**src/dpm_pkg.sv**
```systemverilog
package dpm_pkg;

	// Word layout: bit 0 sign, bits 1-8 characteristic, bits 9-35 fraction.
	localparam int FRAC_W = 27;
	localparam int CHAR_W = 8;
	localparam int WORD_W = 36;

	// Multiply loop length, octal 33.
	localparam logic [5:0] ITER_LOAD = 6'h1b;
	// Characteristic bias correction: ones at Q, P and bit 1 subtract 200 octal.
	localparam logic [9:0] BIAS_SUB = 10'h380;
	// Ones at Q, P, 1, 2, 3, 6, 8 subtract 27 decimal.
	localparam logic [9:0] LOW_CHAR_ADD = 10'h3e5;
	// Ones at Q through 8 subtract one.
	localparam logic [9:0] DEC_ONE = 10'h3ff;
	localparam logic [1:0] RST_SYNC_INIT = 2'h0;

	// One 36-bit operand word split into its fields.
	typedef struct packed {
		logic              sign;
		logic [CHAR_W-1:0] chr;
		logic [FRAC_W-1:0] frac;
	} dpm_word_t;

	// Memory request carrier.
	typedef struct packed {
		logic        req;
		logic [14:0] addr;
	} dpm_mem_req_t;

	typedef enum logic [3:0] {
		DPM_IDLE,
		DPM_ZT1,
		DPM_ZT2,
		DPM_FETCH,
		DPM_ARR1,
		DPM_MUL1,
		DPM_ARR2,
		DPM_MUL2,
		DPM_CHAR,
		DPM_SUM,
		DPM_MUL3,
		DPM_CARRY,
		DPM_NORM,
		DPM_LOWCH,
		DPM_DONE
	} dpm_state_t;

endpackage

```
**src/dpm_seq.sv**
```systemverilog
// Notes on behaviour
// - Multiplicand high word from even address to storage, low word to swap.
// - Multiplier high part in accumulator, low fraction in MQ on entry.
// - MQ characteristic equals accumulator characteristic minus 27, after normalising.
// - Zero result fraction forces both characteristics to zero.
// - Product is high-high plus two cross products; low-low term never formed.
// - Zero multiplier fraction clears both fractions and ends the operation.
// - Nonzero multiplier swaps storage and MQ fractions, copies storage sign to MQ.
// - First step loads counter with octal 33, storage bits 1-8 to MQ.
// - Zero fraction in second step resets both characteristics and ends.
// - Otherwise rearrange, accept second word sign-blocked, swap, copy characteristic.
// - Accumulator sign positive when storage and MQ signs match, else negative.
// - Storage keeps its fraction, latch multiplier high from accumulator, clear accumulator.
// - Zero MQ fraction skips the first cross product.
// - First cross product by shift-and-add; only accumulator half kept.
// - Second cross product formed, characteristic computed, low bits discarded.
// - Add cross products into accumulator fraction and remember carry.
// - High-high product accumulates onto sum; remembered carry adds one.
// - Normalise only when enabled and needed, at most one position.
// - Nonzero fraction: low characteristic via adder constant into MQ bits 1-8.
// - Zero fraction: reset accumulator and MQ, copy accumulator sign to MQ.
// - Each iteration tests MQ bit 35, maybe adds, shifts right, steps counter.
// - Result characteristic is sum of characteristics less octal 200, or less 201 when normalised.
`timescale 1ns/100ps
`default_nettype none

module dpm_seq (
	input  wire logic                clk,
	input  wire logic                rst_b,
	input  wire logic                start,
	input  wire logic                norm_en,
	input  wire logic [14:0]         op_addr,
	input  wire dpm_pkg::dpm_word_t  acc_in,
	input  wire dpm_pkg::dpm_word_t  mq_in,
	input  wire dpm_pkg::dpm_word_t  mem_data,
	input  wire logic                mem_valid,
	output dpm_pkg::dpm_mem_req_t    mem_out,
	output dpm_pkg::dpm_word_t       acc_out,
	output dpm_pkg::dpm_word_t       mq_out,
	output logic                     busy,
	output logic                     done
);

	////////////////////////////////////////////////////////////////////////

	// Reset is released through two flops so its removal is synchronous.
	logic [1:0] rst_sync;
	logic       rst_n;

	always_ff @(posedge clk or negedge rst_b) begin
		if (!rst_b) begin
			rst_sync <= dpm_pkg::RST_SYNC_INIT;
		end else begin
			rst_sync <= {rst_sync[0], 1'b1};
		end
	end
	assign rst_n = rst_sync[1];

	////////////////////////////////////////////////////////////////////////

	// Datapath state; register names follow their machine roles.
	dpm_pkg::dpm_state_t   state, next_state;
	dpm_pkg::dpm_word_t    acc, next_acc;
	dpm_pkg::dpm_word_t    multiplier_quotient_reg, next_mq;
	dpm_pkg::dpm_word_t    stor, next_stor;
	logic [26:0]           swap, next_swap;
	logic [26:0]           latch, next_latch;
	// Keeps the high multiplier fraction for the second and third products.
	logic [26:0]           hold_c, next_hold_c;
	logic [5:0]            iteration_counter, next_cnt;
	logic                  carry9, next_carry9;
	logic                  acc_q, next_acc_q;
	logic                  acc_p, next_acc_p;
	dpm_pkg::dpm_mem_req_t mem_reg, next_mem;
	logic                  done_reg, next_done;

	// Characteristic adder is ten bits wide: Q, P overflow bits and 1-8.
	function automatic logic [9:0] char_add(input logic [9:0] a,
	                                        input logic [9:0] b);
		char_add = a + b;
	endfunction

	// One shift-and-add iteration on the 54-bit accumulator-MQ fraction.
	function automatic logic [53:0] mul_step(input logic [26:0] a,
	                                         input logic [26:0] m,
	                                         input logic [26:0] s);
		logic [27:0] sum;
		sum = {1'b0, a};
		if (m[0]) begin
			sum = sum + {1'b0, s};
		end
		mul_step = {sum, m[26:1]};
	endfunction

	logic [53:0] step_res;
	logic [27:0] frac_sum;
	logic [9:0]  chr_tmp;
	logic        frac_zero;

	// Next-value logic for the whole sequencer.
	always_comb begin
		next_state  = state;
		next_acc    = acc;
		next_mq     = multiplier_quotient_reg;
		next_stor   = stor;
		next_swap   = swap;
		next_latch  = latch;
		next_hold_c = hold_c;
		next_cnt    = iteration_counter;
		next_carry9 = carry9;
		next_acc_q  = acc_q;
		next_acc_p  = acc_p;
		next_mem    = mem_reg;
		next_done   = 1'b0;
		frac_zero   = (acc.frac == '0) && (multiplier_quotient_reg.frac == '0);
		step_res    = mul_step(acc.frac, multiplier_quotient_reg.frac, stor.frac);
		frac_sum    = {1'b0, acc.frac} + {1'b0, latch};
		chr_tmp     = '0;
		case (state)
			dpm_pkg::DPM_IDLE: begin
				if (start) begin
					next_acc   = acc_in;
					next_mq    = mq_in;
					next_acc_q = 1'b0;
					next_acc_p = 1'b0;
					// The even word is taken first.
					next_mem   = '{req: 1'b1, addr: {op_addr[14:1], 1'b0}};
					next_state = dpm_pkg::DPM_FETCH;
				end
			end
			dpm_pkg::DPM_FETCH: begin
				if (mem_valid) begin
					next_stor  = mem_data;
					next_mem   = '{req: 1'b0, addr: mem_reg.addr};
					next_state = dpm_pkg::DPM_ZT1;
				end
			end
			dpm_pkg::DPM_ZT1: begin
				if (frac_zero) begin
					next_acc.frac = '0;
					next_mq.frac  = '0;
					next_acc.chr  = '0;
					next_mq.chr   = '0;
					next_done     = 1'b1;
					next_state    = dpm_pkg::DPM_IDLE;
				end else begin
					// The high multiplicand fraction would be lost otherwise.
					next_swap      = stor.frac;
					// Both fractions move in one transfer.
					next_mq.frac   = stor.frac;
					next_stor.frac = multiplier_quotient_reg.frac;
					next_mq.sign   = stor.sign;
					next_cnt       = dpm_pkg::ITER_LOAD;
					next_mq.chr    = stor.chr;
					next_state     = dpm_pkg::DPM_ZT2;
				end
			end
			dpm_pkg::DPM_ZT2: begin
				// Tested once, before the MQ fraction is overwritten.
				if (frac_zero && !mem_reg.req) begin
					next_acc.chr = '0;
					next_mq.chr  = '0;
					next_done    = 1'b1;
					next_state   = dpm_pkg::DPM_IDLE;
				end else begin
					next_mq.frac   = stor.frac;
					next_stor.sign = acc.sign;
					// Ask for the odd word; the sequence waits here.
					next_mem       = '{req: 1'b1, addr: {mem_reg.addr[14:1], 1'b1}};
					if (mem_valid && mem_reg.req && mem_reg.addr[0]) begin
						// Sign bit blocked; word lands in swap.
						next_swap     = mem_data.frac;
						next_stor.chr = multiplier_quotient_reg.chr;
						next_stor.frac = swap;
						next_mem      = '{req: 1'b0, addr: mem_reg.addr};
						// Signs compared before MQ fraction is overwritten.
						next_acc.sign = stor.sign ^ multiplier_quotient_reg.sign;
						next_mq.frac  = stor.frac;
						next_state    = dpm_pkg::DPM_ARR1;
					end
				end
			end
			dpm_pkg::DPM_ARR1: begin
				// Accumulator fraction goes to latch and hold_c; storage keeps its own fraction.
				next_latch     = acc.frac;
				next_hold_c    = acc.frac;
				next_stor.frac = acc.frac;
				next_swap      = swap;
				next_stor.frac = stor.frac;
				next_acc.frac  = '0;
				next_cnt       = dpm_pkg::ITER_LOAD;
				if (multiplier_quotient_reg.frac == '0) begin
					next_state = dpm_pkg::DPM_ARR2;
				end else begin
					next_state = dpm_pkg::DPM_MUL1;
				end
			end
			dpm_pkg::DPM_MUL1, dpm_pkg::DPM_MUL2, dpm_pkg::DPM_MUL3: begin
				// Test bit 35, add, shift, step.
				next_acc.frac = step_res[53:27];
				next_mq.frac  = step_res[26:0];
				next_cnt      = iteration_counter - 6'h01;
				if (iteration_counter == 6'h01) begin
					if (state == dpm_pkg::DPM_MUL1) begin
						next_state = dpm_pkg::DPM_ARR2;
					end else if (state == dpm_pkg::DPM_MUL2) begin
						next_state = dpm_pkg::DPM_CHAR;
					end else begin
						next_state = dpm_pkg::DPM_CARRY;
					end
				end
			end
			dpm_pkg::DPM_ARR2: begin
				// Keep only the upper half of the first cross product.
				next_latch     = acc.frac;
				next_stor.frac = swap; // low multiplicand fraction
				next_swap      = stor.frac; // high multiplicand fraction
				next_mq.frac   = hold_c; // high multiplier fraction
				next_acc.frac  = '0;
				next_cnt       = dpm_pkg::ITER_LOAD;
				next_state     = dpm_pkg::DPM_MUL2;
			end
			dpm_pkg::DPM_CHAR: begin
				// Sum characteristics less octal 200.
				chr_tmp      = char_add({2'b00, acc.chr}, {2'b00, stor.chr});
				chr_tmp      = char_add(chr_tmp, dpm_pkg::BIAS_SUB);
				next_acc.chr = chr_tmp[7:0];
				next_acc_q   = chr_tmp[9];
				next_acc_p   = chr_tmp[8];
				next_mq.frac = '0;
				next_state   = dpm_pkg::DPM_SUM;
			end
			dpm_pkg::DPM_SUM: begin
				// Cross products summed, carry out of bit 9 kept.
				next_acc.frac  = frac_sum[26:0];
				next_carry9    = frac_sum[27];
				next_stor.frac = swap;
				next_mq.frac   = hold_c;
				next_cnt       = dpm_pkg::ITER_LOAD;
				next_state     = dpm_pkg::DPM_MUL3;
			end
			dpm_pkg::DPM_CARRY: begin
				// A remembered carry adds one to the high fraction.
				if (carry9) begin
					frac_sum = {1'b0, acc.frac} + 28'h0000001;
					if (frac_sum[27]) begin
						next_acc.frac = {1'b1, frac_sum[26:1]};
						next_mq.frac  = {frac_sum[0], multiplier_quotient_reg.frac[26:1]};
					end else begin
						next_acc.frac = frac_sum[26:0];
					end
				end
				next_state = dpm_pkg::DPM_NORM;
			end
			dpm_pkg::DPM_NORM: begin
				// Single left shift, only when enabled and needed.
				if (norm_en && !acc.frac[26] && !frac_zero) begin
					next_acc.frac = {acc.frac[25:0], multiplier_quotient_reg.frac[26]};
					next_mq.frac  = {multiplier_quotient_reg.frac[25:0], 1'b0};
					chr_tmp       = char_add({acc_q, acc_p, acc.chr}, dpm_pkg::DEC_ONE);
					next_acc.chr  = chr_tmp[7:0];
					next_acc_q    = chr_tmp[9];
					next_acc_p    = chr_tmp[8];
				end
				next_state = dpm_pkg::DPM_LOWCH;
			end
			dpm_pkg::DPM_LOWCH: begin
				if (!frac_zero) begin
					// Subtract 27 via constant add.
					chr_tmp      = char_add({acc_q, acc_p, acc.chr}, dpm_pkg::LOW_CHAR_ADD);
					next_mq.chr  = chr_tmp[7:0];
					next_mq.sign = acc.sign;
				end else begin
					next_acc.chr  = '0;
					next_acc.frac = '0;
					next_mq.chr   = '0;
					next_mq.frac  = '0;
					next_mq.sign  = acc.sign;
				end
				next_done  = 1'b1;
				next_state = dpm_pkg::DPM_IDLE;
			end
			default: begin
				next_state = dpm_pkg::DPM_IDLE;
			end
		endcase
	end

	// Registers only; everything but the busy compare is computed above.
	always_ff @(posedge clk or negedge rst_n) begin
		if (!rst_n) begin
			state                   <= dpm_pkg::DPM_IDLE;
			acc                     <= '0;
			multiplier_quotient_reg <= '0;
			stor                    <= '0;
			swap                    <= '0;
			latch                   <= '0;
			hold_c                  <= '0;
			iteration_counter       <= '0;
			carry9                  <= 1'b0;
			acc_q                   <= 1'b0;
			acc_p                   <= 1'b0;
			mem_reg                 <= '0;
			done_reg                <= 1'b0;
			busy                    <= 1'b0;
		end else begin
			state                   <= next_state;
			acc                     <= next_acc;
			multiplier_quotient_reg <= next_mq;
			stor                    <= next_stor;
			swap                    <= next_swap;
			latch                   <= next_latch;
			hold_c                  <= next_hold_c;
			iteration_counter       <= next_cnt;
			carry9                  <= next_carry9;
			acc_q                   <= next_acc_q;
			acc_p                   <= next_acc_p;
			mem_reg                 <= next_mem;
			done_reg                <= next_done;
			busy                    <= (next_state != dpm_pkg::DPM_IDLE);
		end
	end

	// Outputs come straight from the flops.
	assign acc_out = acc;
	assign mq_out  = multiplier_quotient_reg;
	assign mem_out = mem_reg;
	assign done    = done_reg;

endmodule

`default_nettype wire

```
**config.mk**
```make
export PLATFORM = sky130hd
export DESIGN_NAME = dpm_seq
export DESIGN_NICKNAME = d
export VERILOG_FILES = /design/src/dpm_pkg.sv /design/src/dpm_seq.sv
export SDC_FILE = /design/constraint.sdc
export NUM_CORES = 1
export LEC_CHECK = 0
export ABC_CLOCK_PERIOD_IN_PS = 5950
export BUFFER_PORTS_ARGS = -buffer_cell sky130_fd_sc_hd__buf_2
export CAP_MARGIN = 25
export CORE_MARGIN = 2
export CORE_UTILIZATION = 40
export DETAILED_ROUTE_END_ITERATION = 8
export PLACE_DENSITY = 0.67
export SLEW_MARGIN = 10
export SYNTH_ARGS = -nofsm -noshare
export SYNTH_HDL_FRONTEND = slang
export SYNTH_SLANG_ARGS = --single-unit
```
**constraint.sdc**
```tcl
create_clock -name clk -period 5.95 [get_ports clk]
set_input_delay 0.8925 -clock clk [delete_from_list [all_inputs] [get_ports clk]]
set_output_delay 0.8925 -clock clk [all_outputs]
set_load 0.01 [all_outputs]
```
[Word level (Yosys, flattened, before mapping)]
Cells that the tools add are included.
Word-level totals
  register bits after elaboration: 222
  input port bits: 128
  output and inout port bits: 90
  word-level logic and storage cells: 164
Cells by class
  add/sub/neg operators: 8
  eq/ne operators: 26
  multiplexer cells: 59
  bitwise operators: 3
  reductions and logical operators: 45
Operators by type and width (number)
  $mux 27: 11
  $pmux 27 s9: 1
  $pmux 27 s7: 1
  $mux 36: 4
  $mux 35: 4
  $pmux 27 s4: 1
  $pmux 27 s3: 1
  $mux 16: 4
  $add 27x27->28: 2
  $logic_not 27->1: 2
  $pmux 16 s3: 1
  $pmux 4 s11: 1
  $pmux 8 s5: 1
  $pmux 8 s4: 1
  $add 27x1->28 const B: 1
  $mux 28: 1
  $eq 4x4->1 const B: 6
  $mux 4: 6
  $ne 2x2->1 const B: 11
  $reduce_and 4->1: 5
  $reduce_and 5->1: 4
  $pmux 6 s3: 1
  $pmux 9 s2: 1
  $eq 4x3->1 const B: 4
  other kinds (31): 66

[Depth between registers and ports, before layout]
Gate-level depths: netlist (run 1).
  depth in word-level cells: 6
  depth in mapped cells: 14
  mapped depth without buffers: 12

[Worst setup path before layout (run 1)]
No wires, ideal clock.
  kind: reg2reg
  from: reg acc (netlist bit acc_out[1])
  to: reg acc (netlist bit acc_out[25])
  setup time: 0.134 ns
  arrival time: 2.709 ns
  required time: 5.816 ns
  path slack: 3.107 ns
  stages on the path, launching flop included: 14
  buffers on the path: 3
  clock period less this slack: 2.843 ns
  cells stage by stage: dfrtp_1 > clkbuf_1 > inv_1 > ha_1 > nor4b_1 > nand4_1 > nor4_2 > buf_4 > nor4_1 > or3_4 > buf_2 > nand3b_1 > nor3_1 > o22ai_1
Between the ends
  cells in the longest elaborated chain, start to end: 6
  elaborated cells on any way between the ends: 14
  classes of those cells: add/sub (3); eq/ne (2); mux (4); reduce/logical (5)
RTL lines
  start, declared: line dpm_seq.sv:63  | dpm_pkg::dpm_word_t acc, next_acc;
  start signal, assigned: line dpm_seq.sv:308  | acc <= next_acc;
  branches (longest 6 deep; another with $add 27x1->28)
Several ways; the timed one is not identified. The select of a mux whose other input is x is not followed.
A chain may end at the register's enable or synchronous reset.

[Worst setup path in the final report (run 1)]
  from: reg multiplier_quotient_reg (netlist bit mq_out[4])
  to: reg acc (netlist bit acc_out[17])
Between the ends
  cells in the longest elaborated chain, start to end: 6
  elaborated cells on any way between the ends: 7
  classes of those cells: eq/ne (2); reduce/logical (5)
RTL lines
  start, declared: line dpm_seq.sv:64  | dpm_pkg::dpm_word_t multiplier_quotient_reg, next_mq;
  start signal, assigned: line dpm_seq.sv:309  | multiplier_quotient_reg <= next_mq;
  $logic_not 27->1 (*): line dpm_seq.sv:115  | frac_zero = (acc.frac == '0) && (multiplier_quotient_reg.frac == '0);
  $logic_and 1x1->1 (*): line dpm_seq.sv:115
  $logic_not 1->1
  $logic_and 1x1->1: line dpm_seq.sv:257  | if (norm_en && !acc.frac[26] && !frac_zero) begin
  $ne 2x2->1 (no line)
  $reduce_and 5->1 (no line) (*)
Mark *: on every way between the ends. The rest lies on a longest branch, timed or not.

==> results.toml, run 1 <==
[critical_path]
r2r_setup_slack_ns = 2.12
r2r_start = "mq_out[4]"
rr_worst_depth = 9
worst_ep_required_time_ns = 6.37
worstSetupEndpoint = "acc_out[17]"
critPathCaptureType = "flip-flop"
crit_path_top_delay_cell = "or3_4"
crit_fanout = 59
cpLargestDelayFamily = "simple AND/OR/NAND/NOR gates"
criticalPathCategory = "reg -> reg"
path_common_cell = "nor4_1"
start_kind = "flip-flop"
path_depth = 9
r2r-end = "acc_out[17]"
crit_path_max_incr_delay_ns = 0.61
crit_buf_inv = 1
cp_cell_sequence = "nor4_1 -> nand4_1 -> nor4_2 -> buf_4 -> nor4_1 -> or3_4 -> nand2b_1 -> a211oi_1 -> a221oi_2"
crit_start = "mq_out[4]"
arrival_ns = 4.25

[floorplan]
die_x_um = 200
fp.dieH_um = 200
rows = 71
core_area_um2 = 37800
die_area_um2 = 40000
ioPinCount = 218
initial_core_util_pct = 40.7

[clocking]
clock_sinks = 220
ctsResizeCount = 0
post_cts_buffers = 0
ctsHoldBuffers = 0
path_clk_slew_ns = 0.06
cts_buffer_depth = 3
htreeDepth = 1
numCtsBuffers = 26
cts_root_buf = "clkbuf_16"
worstSkewPairLatency_ns = 0.57
cts_tree = "built"

[logic_synthesis]
yosysMostFrequentCell = "nand2_1"
ys_seq_elements = 220
yosys-top-cells-area = "dfrtp_1, nand2_1, ha_1, o21ai_0, a21oi_1"
netlist_area_um2 = 15400
synthCells = 1815
ys_warn_count = 0
synth_cell_type_count = 74
synth_top_area_share_pct = 35.8
ys_top_cells_by_count = "nand2_1, dfrtp_1, o21ai_0"
synth_edf_count = 0
synth.avg_cell_area_um2 = 8.48
async_reset_ff_share_pct = 100
synth-seq-area-share_pct = 35.8
netlist.top_cell.by_area = "dfrtp_1"
syn-num-nets = 2019
ys.flop_type = "dfrtp_1"

[sta]
setup_slack_ns = 2.12
grt_setup_unrepaired = "false"
fmax_mhz = 261
finalHoldViolations = 0
finalSetupTns_ns = 0
fin_crit_ns = 3.83
finClkSkew_ns = 0.0328
min_period_over_period_pct = 64.4
setup_violations = 0
tightestPinTransition_ns = 1.04
timing.hold.ws_ns = 0.0977
drv_slew = 0
relSlewSlack_pct = 30.6

[cells_and_area]
layout-drive-gt1-share_pct = 19.0
fin_nets = 2168
nFillCells = 3687
area_delta_synth_final_pct = 15.8
diodes = 0

[placed_design]
place.port_buffers = 216
gp_congestion = 0.932
hpwl_mm = 37.0
post-place-ws_ns = 1.92

[grt]
grt_pass1_wl_mm = 82.3
grt_overflow = 0
antenna_found_initial = 0
grt_max_degree = 171
grtUsageTotal_pct = 25.2
grt_pass1_vias = 14600

[worst_hold_path]
worst_hold_path_type = "in -> async"

[detailed_routing]
vias = 15100
routedWlPerCell_um = 20.7
wirelength_mm = 51.6
avgViaCountPerCell = 6.06
postRouteAntennaNets = 0
dr.pass1.iters = 8
drc = 0
dr.first_iter.drc_count = 1590

[power_and_ir_drop]
p_comb_share_pct = 3.0
p_sw_share_pct = 22.1
leakage_nw = 8.43
internal-power_mw = 2.51
pwr-share-seq_pct = 46.6
power_switching_mw = 0.713
pwr-share-clk_pct = 50.3
ir_drop_uv = 217
power_density_nw_per_um2 = 181

[outcome]
status = "finished clean"

[flow_run]
cap_violations = 0
## power groups by stage
stage               sequential (mW)  combinational [mW]  clock, mW
detailed placement             1.53              0.0983          0
finish                         1.51              0.0976       1.62
global route                   1.51               0.108       1.72
floorplan                      1.55              0.0192          0
global placement               1.53              0.0977          0
CTS                            1.51              0.0989       1.65
## worst min path at each step
stage,start,endpoint
floorplan,rst_sync[0],rst_sync[1]
global placement,rst_sync[0],rst_sync[1]
detailed placement,rst_sync[0],rst_sync[1]
CTS,rst_b,rst_sync[1]
global route,rst_b,rst_sync[1]
finish,rst_b,rst_sync[1]
## metrics by stage
step	cell area [µm²]	utilization [%]	power, mW	cells
after CTS	17800	47.1	3.26	2487
final	17800	47.2	3.23	2491
after floorplan	15400	-	1.57	1815
after global placement	16900	44.7	1.63	2442
after global routing	17800	47.2	3.33	2491
after detailed placement	16900	44.8	1.63	2443
## per-layer routing
metal / track usage (%) / up-vias / share of wire (%)
met2: 42.0 / 686 / 47
met1: 33.4 / 7283 / 42
met4: 8.40 / 0 / 3.3
met5: 0 / - / 0
met3: 3.86 / 120 / 7.2
li1: - / 7017 / -
## cell usage in the layout (no fill, tap or decap), types with 8 or more instances in the layout
cell type and n:
o21ai_0 175, a22oi_1 10, o31ai_1 11, nand2b_1 16, nand4_1 17, o211ai_1 10
inv_1 36, xor2_1 24, a21oi_1 136, nand3_1 32, buf_4 30, a21o_1 24
a222oi_1 67, mux2i_1 45, and2_1 12, nor3_1 30, dfrtp_1 219, xnor2_1 49
a211oi_1 13, buf_2 217, nand2_1 283, a22o_1 8, ha_1 73, and3_1 17
a31oi_1 26, o22ai_1 9, nor4_1 13, mux2_2 58, clkbuf_16 26, a221oi_1 16
nor2_1 128, o21bai_1 10
## final cells by class
type,count,area [µm²],area share (%)
Clock buffer,37,762,4.28
Multi-Input combinational cell,1430,9280,52.1
Timing Repair Buffer,250,1390,7.78
Clock inverter,7,104,0.583
Tap cell,511,639,3.59
Inverter,36,135,0.758
Sequential cell,220,5510,30.9
## cell families (layout without fill, tap and decap cells)
family	after synthesis	after routing	synth area share (%)
AO/OA/AOI/OAI	576	576	24.5
XOR/XNOR	73	73	4.16
adder cells (fa/ha/maj)	76	76	6.33
buffers and inverters	165	330	4.19
flip-flops	220	220	35.8
multiplexers	105	105	7.32
other	1	1	0.0244
AND/OR/NAND/NOR	599	599	17.7
Note: power is estimated with default switching activity, not from simulation.
==> inputs of run 2 (changes only) <==
ABC_CLOCK_PERIOD_IN_PS = 3260   (was 5950)
clock period = 3.26 ns   (was 5.95 ns; I/O delays follow)
==> run 2 against run 1 <==
- global-route usage is 1.2 points higher
- core utilization is 1.7 points higher
- power is 84% higher
- first-iteration DRC count is 1.6% higher
- flip-flop and latch count stayed put
- highest routed layer unchanged
- clock power is 85% higher
==> results.toml, run 2 (synthesized netlist as in run 1, its figures left out) <==
[critical_path]
path_common_cell = "buf_4"
crit_path_max_incr_delay_ns = 0.46
start_kind = "flip-flop"
r2r_setup_slack_ns = 0.08
critPathCaptureType = "flip-flop"
crit_path_top_delay_cell = "nor4_2"
rr_worst_depth = 10
worst_ep_required_time_ns = 3.69
arrival_ns = 3.61
crit_fanout = 11
criticalPathCategory = "reg -> reg"
cp_cell_sequence = "nor4_2 -> buf_4 -> nand4_1 -> nor4_4 -> buf_4 -> nand2_1 -> a221o_1 -> nor3_1 -> nor2_2 -> mux2_1"

[cells_and_area]
fin_util_pct = 48.9
layout_commonest_cell = "nand2_1"
final_cell_mix = "nand2_1, dfrtp_1, buf_2"
area_delta_synth_final_pct = 20.1
nFillCells = 3661
finalNonFillerCells = 2571
seq_area_um2 = 5510
multi_input_area_um2 = 9330
fin_nets = 2244
layout-drive-gt1-share_pct = 22.4

[placed_design]
hpwl_mm = 39.9
place_inst = 2520
place.port_buffers = 216
gp_congestion = 0.953

[sta]
fin_crit_ns = 3.18
tightestPinTransition_ns = 1.03
drv_slew = 0
finClkSkew_ns = 0.0439
min_period_over_period_pct = 97.4
timing.hold.ws_ns = 0.177
relSlewSlack_pct = 31.0
fmax_mhz = 315
finalSetupTns_ns = 0
finalHoldViolations = 0
setup_violations = 0

[detailed_routing]
avgViaCountPerCell = 6.03
routedWlPerCell_um = 21.0
dr.first_iter.drc_count = 1616
drc = 0
postRouteAntennaNets = 0
dr.pass1.iters = 9
vias = 15500
wirelength_mm = 54.0

[clocking]
cts_tree = "built"
numCtsBuffers = 27
worstSkewPairLatency_ns = 0.59
path_clk_slew_ns = 0.06
cts_buffer_depth = 3
htreeDepth = 1
clock_sinks = 220
cts_root_buf = "clkbuf_16"

[power_and_ir_drop]
ir_drop_uv = 376
pwr-share-clk_pct = 50.6
p_comb_share_pct = 3.2
pwr-share-seq_pct = 46.2
power_switching_mw = 1.38
internal-power_mw = 4.56
leakage_nw = 8.83
power_density_nw_per_um2 = 321
p_sw_share_pct = 23.3

[grt]
antenna_found_initial = 1
grt_overflow = 0
grtUsageTotal_pct = 26.3
grt_pass1_wl_mm = 85.2
grt_max_degree = 67
grt_pass1_vias = 15400

[floorplan]
core_area_um2 = 37800
rows = 71
die_area_um2 = 40000
initial_core_util_pct = 40.7
ioPinCount = 218
die_x_um = 200
fp.dieH_um = 200

[worst_hold_path]
worst_hold_path_type = "in -> reg"
min_path_cells = 3

[flow_run]
cap_violations = 0

[outcome]
status = "finished clean"
==> run 2: changes by cell type in the layout (fill, tap and decap cells not counted), sizes merged <==
| cell | delta |
|---|---|
| buf | +74 |
| clkinv | +2 |
| clkinvlp | +3 |
| inv | +1 |
| diode | +1 |
| dlygate4sd3 | +1 |
| clkbuf | -1 |
| bufinv | -1 |
==> run 2: metal layers <==
metal / track usage (%) / vias to the layer above / wire, µm
li1: - / 7166 / -
met1: 33.7 / 7464 / 21800
met2: 44.3 / 726 / 25800
met3: 3.90 / 144 / 3990
met4: 11.4 / 0 / 2340
met5: 0 / - / 0
==> run 2: critical path: cells and delay by family (launching register included) <==
family	cells	cell delay [ns]
and+or+nand+nor	6	1.55
buffers and inverters	2	0.43
DFF	1	0.39
muxes	1	0.34
AOI/OAI and AO/OA	1	0.31
==> run 2: area by class of cell <==
type                    count  area share, %
well taps                 511           3.46
multi-input cells        1430           50.5
clock inverters            12          0.603
repair buffers            325           10.7
diodes                      1         0.0135
flip-flops and latches    220           29.8
inverters                  36          0.732
clock buffers              36           4.17
==> run 2: metrics by stage <==
| stage | worst slack [ns] | area (µm²) | total power [mW] |
|---|---|---|---|
| global route | -0.0325 | 18500 | 6.12 |
| finish | 0.0835 | 18500 | 5.94 |
| CTS | 0.0588 | 18400 | 5.98 |
| detailed placement | 0.0364 | 17500 | 2.98 |
| floorplan | 0.417 | 15400 | 2.86 |
| global placement | 0.0988 | 17500 | 2.98 |
==> run 2: final timing paths <==
check	start	end
setup reg to reg	mq_out[4]	acc_out[29]
setup / recovery	mq_out[4]	acc_out[29]
min in group asynchronous	rst_b	rst_sync[1]
max in group asynchronous	rst_sync[1]	latch[4]
hold / removal	op_addr[14]	mem_out[14]
hold reg to reg	rst_sync[1]	swap[12]
==> run 2: power groups by stage <==
stage | Sequential, mW | Clock [mW] | Combinational [mW]
6_report | 2.74 | 3.00 | 0.189
5_1_grt | 2.74 | 3.17 | 0.211
2_1_floorplan | 2.82 | 0 | 0.0351
3_3_place_gp | 2.79 | 0 | 0.187
3_5_place_dp | 2.79 | 0 | 0.190
4_1_cts | 2.74 | 3.05 | 0.192
==> run 2: what timing repair did <==
action,in CTS,in global routing
hold buffers,1,0
endpoints found under the hold margin,2,0
buffers inserted,0,0
endpoints found under the setup margin,1,41
gates cloned,0,0
gates resized for setup,1,10
pin swaps,0,2
